===== src/ibm_consts.svh =====
// Constants of the input boost mixer control block: offsets, field positions, resets.
// Assumes inclusion by bare name from the package and the design file.
`ifndef IBM_CONSTS_SVH
`define IBM_CONSTS_SVH
`define IBM_ADDR_W 8
`define IBM_DATA_W 9
`define IBM_OFS_ENA_MUTE 8'h1f
`define IBM_OFS_LEFT_GAINS 8'h20
`define IBM_OFS_RIGHT_GAINS 8'h21
`define IBM_OFS_PATH_SEL 8'h22
`define IBM_BIT_LEFT_MUTE 3
`define IBM_BIT_RIGHT_MUTE 2
`define IBM_BIT_LEFT_ENA 1
`define IBM_BIT_RIGHT_ENA 0
`define IBM_MSB_SECOND 8
`define IBM_LSB_SECOND 6
`define IBM_MSB_PREAMP 5
`define IBM_LSB_PREAMP 3
`define IBM_MSB_THIRD 2
`define IBM_LSB_THIRD 0
`define IBM_BIT_L_SECOND_SEL 5
`define IBM_BIT_L_THIRD_SEL 4
`define IBM_BIT_L_PREAMP_SEL 3
`define IBM_BIT_R_SECOND_SEL 2
`define IBM_BIT_R_THIRD_SEL 1
`define IBM_BIT_R_PREAMP_SEL 0
`define IBM_RST_LINE_GAIN 3'h5
`define IBM_RST_PREAMP_GAIN 3'h0
`define IBM_RST_LINE_SEL 1'h0
`define IBM_RST_PREAMP_SEL 1'h1
`endif


===== src/ibm_pkg.sv =====
// Types of the input boost mixer control block.
// Assumes the constants header is on the include path.
`default_nettype none
package ibm_pkg;
`include "ibm_consts.svh"
    typedef struct packed {
        logic enable;
        logic mute;
        logic second_select;
        logic third_select;
        logic preamp_select;
        logic [2:0] second_gain;
        logic [2:0] third_gain;
        logic [2:0] preamp_gain;
    } ibm_mixer_t;

    typedef struct packed {
        logic left_ena_bit;
        logic right_ena_bit;
        logic left_mute;
        logic right_mute;
        logic [2:0] l_second_gain;
        logic [2:0] l_preamp_gain;
        logic [2:0] l_third_gain;
        logic [2:0] r_second_gain;
        logic [2:0] r_preamp_gain;
        logic [2:0] r_third_gain;
        logic l_second_sel;
        logic l_third_sel;
        logic l_preamp_sel;
        logic r_second_sel;
        logic r_third_sel;
        logic r_preamp_sel;
        logic left_path_sync1;
        logic left_path_sync2;
        logic right_path_sync1;
        logic right_path_sync2;
        logic [`IBM_DATA_W-1:0] rdata;
        ibm_mixer_t left_out;
        ibm_mixer_t right_out;
    } ibm_state_t;
endpackage : ibm_pkg
`default_nettype wire


===== src/ibm_input_boost_mixer_control.sv =====
// Register bank for the left and right analogue input boost mixers.
// Assumes a plain register port on clk_sys and input-path enables from another domain.
`default_nettype none
`include "ibm_consts.svh"

module ibm_input_boost_mixer_control
    import ibm_pkg::*;
(
    input wire logic clk_sys, // System clock, 100 MHz.
    input wire logic resetn, // Asynchronous reset, active low.
    input wire logic [`IBM_ADDR_W-1:0] reg_addr, // Register address.
    input wire logic [`IBM_DATA_W-1:0] reg_wdata, // Write data.
    input wire logic reg_write, // Write strobe.
    input wire logic reg_read, // Read strobe.
    output logic [`IBM_DATA_W-1:0] reg_rdata, // Read data, one cycle after the strobe.
    input wire logic left_input_path_enable, // Left input path enable.
    input wire logic right_input_path_enable, // Right input path enable.
    output ibm_mixer_t left_boost_mixer, // Left mixer controls.
    output ibm_mixer_t right_boost_mixer // Right mixer controls.
);

    ibm_state_t state_reg;
    ibm_state_t state_next;

    // Mixer controls are static levels; gains may step while a path is live.
    always_comb
    begin
        state_next = state_reg;
        state_next.rdata = '0;
        state_next.left_path_sync1 = left_input_path_enable;
        state_next.left_path_sync2 = state_reg.left_path_sync1;
        state_next.right_path_sync1 = right_input_path_enable;
        state_next.right_path_sync2 = state_reg.right_path_sync1;
        if (reg_write)
        begin
            unique case (reg_addr)
                `IBM_OFS_ENA_MUTE:
                begin
                    state_next.left_mute = reg_wdata[`IBM_BIT_LEFT_MUTE];
                    state_next.right_mute = reg_wdata[`IBM_BIT_RIGHT_MUTE];
                    state_next.left_ena_bit = reg_wdata[`IBM_BIT_LEFT_ENA];
                    state_next.right_ena_bit = reg_wdata[`IBM_BIT_RIGHT_ENA];
                end
                `IBM_OFS_LEFT_GAINS:
                begin
                    state_next.l_second_gain = reg_wdata[`IBM_MSB_SECOND:`IBM_LSB_SECOND];
                    state_next.l_preamp_gain = reg_wdata[`IBM_MSB_PREAMP:`IBM_LSB_PREAMP];
                    state_next.l_third_gain = reg_wdata[`IBM_MSB_THIRD:`IBM_LSB_THIRD];
                end
                `IBM_OFS_RIGHT_GAINS:
                begin
                    state_next.r_second_gain = reg_wdata[`IBM_MSB_SECOND:`IBM_LSB_SECOND];
                    state_next.r_preamp_gain = reg_wdata[`IBM_MSB_PREAMP:`IBM_LSB_PREAMP];
                    state_next.r_third_gain = reg_wdata[`IBM_MSB_THIRD:`IBM_LSB_THIRD];
                end
                `IBM_OFS_PATH_SEL:
                begin
                    state_next.l_second_sel = reg_wdata[`IBM_BIT_L_SECOND_SEL];
                    state_next.l_third_sel = reg_wdata[`IBM_BIT_L_THIRD_SEL];
                    state_next.l_preamp_sel = reg_wdata[`IBM_BIT_L_PREAMP_SEL];
                    state_next.r_second_sel = reg_wdata[`IBM_BIT_R_SECOND_SEL];
                    state_next.r_third_sel = reg_wdata[`IBM_BIT_R_THIRD_SEL];
                    state_next.r_preamp_sel = reg_wdata[`IBM_BIT_R_PREAMP_SEL];
                end
                default:
                begin
                end
            endcase
        end
        if (reg_read)
        begin
            unique case (reg_addr)
                `IBM_OFS_ENA_MUTE:
                begin
                    state_next.rdata[`IBM_BIT_LEFT_MUTE] = state_reg.left_mute;
                    state_next.rdata[`IBM_BIT_RIGHT_MUTE] = state_reg.right_mute;
                    state_next.rdata[`IBM_BIT_LEFT_ENA] = state_reg.left_ena_bit;
                    state_next.rdata[`IBM_BIT_RIGHT_ENA] = state_reg.right_ena_bit;
                end
                `IBM_OFS_LEFT_GAINS:
                    state_next.rdata = {state_reg.l_second_gain, state_reg.l_preamp_gain,
                        state_reg.l_third_gain};
                `IBM_OFS_RIGHT_GAINS:
                    state_next.rdata = {state_reg.r_second_gain, state_reg.r_preamp_gain,
                        state_reg.r_third_gain};
                `IBM_OFS_PATH_SEL:
                    state_next.rdata = {3'h0, state_reg.l_second_sel, state_reg.l_third_sel,
                        state_reg.l_preamp_sel, state_reg.r_second_sel,
                        state_reg.r_third_sel, state_reg.r_preamp_sel};
                default:
                    state_next.rdata = '0;
            endcase
        end
        // Outputs follow the stored fields with no update latch.
        state_next.left_out.enable = state_next.left_ena_bit | state_reg.left_path_sync2;
        state_next.left_out.mute = state_next.left_mute;
        state_next.left_out.second_select = state_next.l_second_sel;
        state_next.left_out.third_select = state_next.l_third_sel;
        state_next.left_out.preamp_select = state_next.l_preamp_sel;
        state_next.left_out.second_gain = state_next.l_second_gain;
        state_next.left_out.third_gain = state_next.l_third_gain;
        state_next.left_out.preamp_gain = state_next.l_preamp_gain;
        state_next.right_out.enable = state_next.right_ena_bit | state_reg.right_path_sync2;
        state_next.right_out.mute = state_next.right_mute;
        state_next.right_out.second_select = state_next.r_second_sel;
        state_next.right_out.third_select = state_next.r_third_sel;
        state_next.right_out.preamp_select = state_next.r_preamp_sel;
        state_next.right_out.second_gain = state_next.r_second_gain;
        state_next.right_out.third_gain = state_next.r_third_gain;
        state_next.right_out.preamp_gain = state_next.r_preamp_gain;
    end

    always_ff @(posedge clk_sys or negedge resetn)
    begin
        if (!resetn)
        begin
            state_reg <= '0;
            state_reg.l_second_gain <= `IBM_RST_LINE_GAIN;
            state_reg.l_third_gain <= `IBM_RST_LINE_GAIN;
            state_reg.l_preamp_gain <= `IBM_RST_PREAMP_GAIN;
            state_reg.r_second_gain <= `IBM_RST_LINE_GAIN;
            state_reg.r_third_gain <= `IBM_RST_LINE_GAIN;
            state_reg.r_preamp_gain <= `IBM_RST_PREAMP_GAIN;
            state_reg.l_second_sel <= `IBM_RST_LINE_SEL;
            state_reg.l_third_sel <= `IBM_RST_LINE_SEL;
            state_reg.l_preamp_sel <= `IBM_RST_PREAMP_SEL;
            state_reg.r_second_sel <= `IBM_RST_LINE_SEL;
            state_reg.r_third_sel <= `IBM_RST_LINE_SEL;
            state_reg.r_preamp_sel <= `IBM_RST_PREAMP_SEL;
            state_reg.left_out.second_gain <= `IBM_RST_LINE_GAIN;
            state_reg.left_out.third_gain <= `IBM_RST_LINE_GAIN;
            state_reg.left_out.preamp_gain <= `IBM_RST_PREAMP_GAIN;
            state_reg.left_out.preamp_select <= `IBM_RST_PREAMP_SEL;
            state_reg.right_out.second_gain <= `IBM_RST_LINE_GAIN;
            state_reg.right_out.third_gain <= `IBM_RST_LINE_GAIN;
            state_reg.right_out.preamp_gain <= `IBM_RST_PREAMP_GAIN;
            state_reg.right_out.preamp_select <= `IBM_RST_PREAMP_SEL;
        end
        else
        begin
            state_reg <= state_next;
        end
    end

    assign reg_rdata = state_reg.rdata;
    assign left_boost_mixer = state_reg.left_out;
    assign right_boost_mixer = state_reg.right_out;

endmodule : ibm_input_boost_mixer_control
`default_nettype wire


===== config.mk =====
export PLATFORM = sky130hd
export DESIGN_NAME = ibm_input_boost_mixer_control
export DESIGN_NICKNAME = d
export VERILOG_FILES = /design/src/ibm_pkg.sv /design/src/ibm_input_boost_mixer_control.sv
export VERILOG_INCLUDE_DIRS = /design/src
export SDC_FILE = /design/constraint.sdc
export NUM_CORES = 1
export LEC_CHECK = 0
export CORE_MARGIN = 4
export CORE_UTILIZATION = 58
export CTS_CLUSTER_DIAMETER = 200
export DETAILED_ROUTE_END_ITERATION = 10
export DONT_BUFFER_PORTS = 1
export PLACE_DENSITY = 0.74
export SETUP_SLACK_MARGIN = 0.3
export SLEW_MARGIN = 20
export SYNTH_ARGS = -nofsm -noshare
export SYNTH_HDL_FRONTEND = slang
export SYNTH_SLANG_ARGS = --single-unit

===== constraint.sdc =====
create_clock -name clk_sys -period 1.23 [get_ports clk_sys]
set_input_delay 0.123 -clock clk_sys [delete_from_list [all_inputs] [get_ports clk_sys]]
set_output_delay 0.123 -clock clk_sys [all_outputs]
set_load 0.02 [all_outputs]

==> out/summary.txt <==
Result of the run: finished, violations left
Violations in the final reports: hold timing, setup timing
Clk_lat worst skew: 350 ps
Max cap viols: 0
Die footprint: 4660 um2
Via density per instance: 5.64
Synth warnings: 0
Floorplan die width: 68.2 um
Final clock skew: 13.0 ps
Count of buffers inserted at the top-level ports: 0
Library cell contributing the largest single delay on the critical path: sky130_fd_sc_hd__or4b_4
Relative contribution of combinational cells to total power: 10.3%
Int Power: 0.00187 W
Footprint of the flip-flops and latches: 1110 um2
Number of design-rule violations left by the first detailed-router iteration: 73
Worst IR Drop VDD: 0.794 mV
Clock Path Buffers: 2
Remaining design rule violation count: 0
Inst Count DP: 185
Crit-path cells: or4b_4 -> or3_4 -> buf_6 -> mux2_4
Final Net Count: 189
Clk pin slew, worst setup/hold paths: 120 ps
Overflow after GRT: 0
Clk root buf: sky130_fd_sc_hd__clkbuf_4
Diode insertion count for antenna repair: 0
Biggest fanout along the worst timing path: 5
Total power consumption of the routed design: 0.00247 W
Avg WL per Cell: 19.3 um
I/O pin count: 60
Global-route wire length before repair: 6400 um
Reg power frac: 63.3%
Placer's final routability congestion estimate: 0.759
Hold-fix buffers, CTS: 13
Share of flip-flops with an asynchronous set or reset: 100%
Setup violations, final: 9
Final total negative setup slack: -137 ps
Clock buffers created by TritonCTS: 5
Initial Util: 61.6%
Pin slew with the least headroom to its limit: 299 ps
Final Hold Viols: 43
Type of the worst min-delay path: in2async
Initial antenna violation count: 0
CP endpoint kind: flop
Distinct cell type count after synthesis: 29
Data arrival, critical path: 1500 ps
Max-slew violations: 0
Synthesis-to-layout area growth: 15.0%
Detailed-router iteration count before antenna repair: 4
Leak pwr: 1.12 nW
Final wirelength: 4120 um
Area of the multi-input gates: 813 um2
Number of rows created at floorplan: 21
Max stage delay on crit path: 530 ps
Area of the mapped netlist: 2100 um2
Switching power total: 0.000593 W
Post-synth EDFFs: 0
Half-perimeter wire length after placement: 2860 um
FF+latch count, synth: 43
Residual antenna-violating net count after detailed routing: 0
Largest net degree at the start of global routing: 44
Synthesized instance count: 160
Die height: 68.2 um
H-tree levels: 2
Crit path launch type: input port
Clock tree from TritonCTS: done
Avg Inst Size Synth: 13.2 um2
Ys flop type: sky130_fd_sc_hd__dfrtp_1
Share of post-route cells with drive strength above 1: 60.5%
TritonCTS Sinks: 43
Power density normalized to cell area: 1020 nW/um2
Final standard cell count with taps included and fillers excluded: 213
Register-to-register setup slack: 190 ps
Number of nets in the synthesized netlist: 183
Class of the most critical setup path: in2reg
RSZ-0062 raised after global routing: yes
Crit path time final: 1260 ps
Gr usage total: 19.5%
Highest Clock Rate: 795 MHz
Fin crit share: 102%
WHS: -558 ps
Worst max-slew margin expressed relative to the limit: 80.0%
Net switching fraction of the power: 24.1%
Core footprint: 3420 um2
Total number of vias: 1201
Portion of the post-synthesis area used by sequential elements: 51.7%
Clock network power share: 26.4%
Required arrival time at the worst endpoint: 1470 ps
Final Worst Setup Slack: -27.5 ps
Fill count: 241
Via count of the first global-routing pass: 1327
area by class of cell:
type | count | area share (%)
sequential | 43 | 45.8
multi-input combinational | 75 | 33.6
timing repair buffer | 40 | 16.1
tap | 46 | 2.38
clock buffer | 8 | 2.02
inverter | 1 | 0.155
timing repair:
action,4_1_cts,5_1_grt
buffers inserted,5,1
pin swaps,7,8
resized for setup,30,13
cloned,0,1
hold endpoints to repair,80,43
setup endpoints to repair,62,66
metal layers:
| layer | GRT usage [%] | vias to the layer above | wire length [um] |
|---|---|---|---|
| li1 | - | 539 | - |
| met1 | 22.0 | 604 | 1680 |
| met2 | 32.9 | 46 | 2010 |
| met3 | 6.40 | 12 | 310 |
| met4 | 9.93 | 0 | 115 |
| met5 | 0 | - | 0 |
cell families (layout without fill, tap and decap cells):
logic type	count (synthesis)	after routing	synth area share, %
flip-flops	43	43	51.7
buffers and inverters	42	49	14.5
multiplexers	39	39	21.8
AND/OR/NAND/NOR	26	26	8.15
AO/OA/AOI/OAI	10	10	3.80
worst paths after layout:
path,to,startpoint,depth (start not counted)
min in group clk_sys,reg_rdata[0],reg_addr[1],2
setup / recovery,right_boost_mixer[4],reg_addr[7],4
hold / removal,reg_rdata[5],resetn,0
hold reg to reg,state_reg[37],state_next[37],0
max in group asynchronous,left_boost_mixer[3],resetn,0
setup reg to reg,right_boost_mixer[2],right_boost_mixer[2],3
critical path: cells and delay by family:
family / cells / cell delay (ps)
buffers and inverters: 1 / 150
AND/OR/NAND/NOR: 2 / 930
multiplexers: 1 / 290
cell usage after synthesis (2+ instances only):
cell | number | area, um2
sky130_fd_sc_hd__nor2_1 | 5 | 18.8
sky130_fd_sc_hd__mux2i_1 | 11 | 110
sky130_fd_sc_hd__or2_2 | 2 | 12.5
sky130_fd_sc_hd__a21oi_1 | 2 | 10.0
sky130_fd_sc_hd__dfstp_2 | 10 | 263
sky130_fd_sc_hd__mux2_2 | 19 | 214
sky130_fd_sc_hd__mux2_4 | 9 | 135
sky130_fd_sc_hd__a22o_1 | 4 | 35.0
sky130_fd_sc_hd__o2bb2ai_1 | 4 | 35.0
sky130_fd_sc_hd__dfrtp_1 | 33 | 826
sky130_fd_sc_hd__nor3_1 | 3 | 15.0
sky130_fd_sc_hd__buf_4 | 37 | 278
sky130_fd_sc_hd__nand2_1 | 3 | 11.3
sky130_fd_sc_hd__clkbuf_1 | 2 | 7.51
sky130_fd_sc_hd__nand3_1 | 2 | 10.0
power groups by stage:
| stage | registers [W] | clock network, W | logic, W |
|---|---|---|---|
| detailed placement | 0.00158 | 0 | 0.000174 |
| global route | 0.00157 | 0.000723 | 0.000273 |
| floorplan | 0.00153 | 0 | 0.000236 |
| finish | 0.00156 | 0.000650 | 0.000255 |
| CTS | 0.00156 | 0.000674 | 0.000247 |
| global placement | 0.00158 | 0 | 0.000169 |
metrics by stage:
stage,utilization [%],worst slack (ps),instance area (um2)
after floorplan,-,-366,2160
after global placement,60.5,-416,2070
after detailed placement,60.5,-439,2070
after CTS,69.3,-29.3,2370
after global routing,70.9,-34.0,2420
final,70.9,-27.5,2420
placed cells by master (no fill, tap or decap), types with 10 or more instances in the layout:
| master | n |
|---|---|
| sky130_fd_sc_hd__dfrtp_1 | 17 |
| sky130_fd_sc_hd__mux2_4 | 17 |
| sky130_fd_sc_hd__buf_4 | 12 |
| sky130_fd_sc_hd__mux2i_1 | 10 |
| sky130_fd_sc_hd__dlygate4sd3_1 | 13 |
| sky130_fd_sc_hd__dfrtp_2 | 16 |
| sky130_fd_sc_hd__dfstp_2 | 10 |
| sky130_fd_sc_hd__mux2_2 | 11 |
| sky130_fd_sc_hd__buf_6 | 15 |
Power figures use the tool's default switching activity.
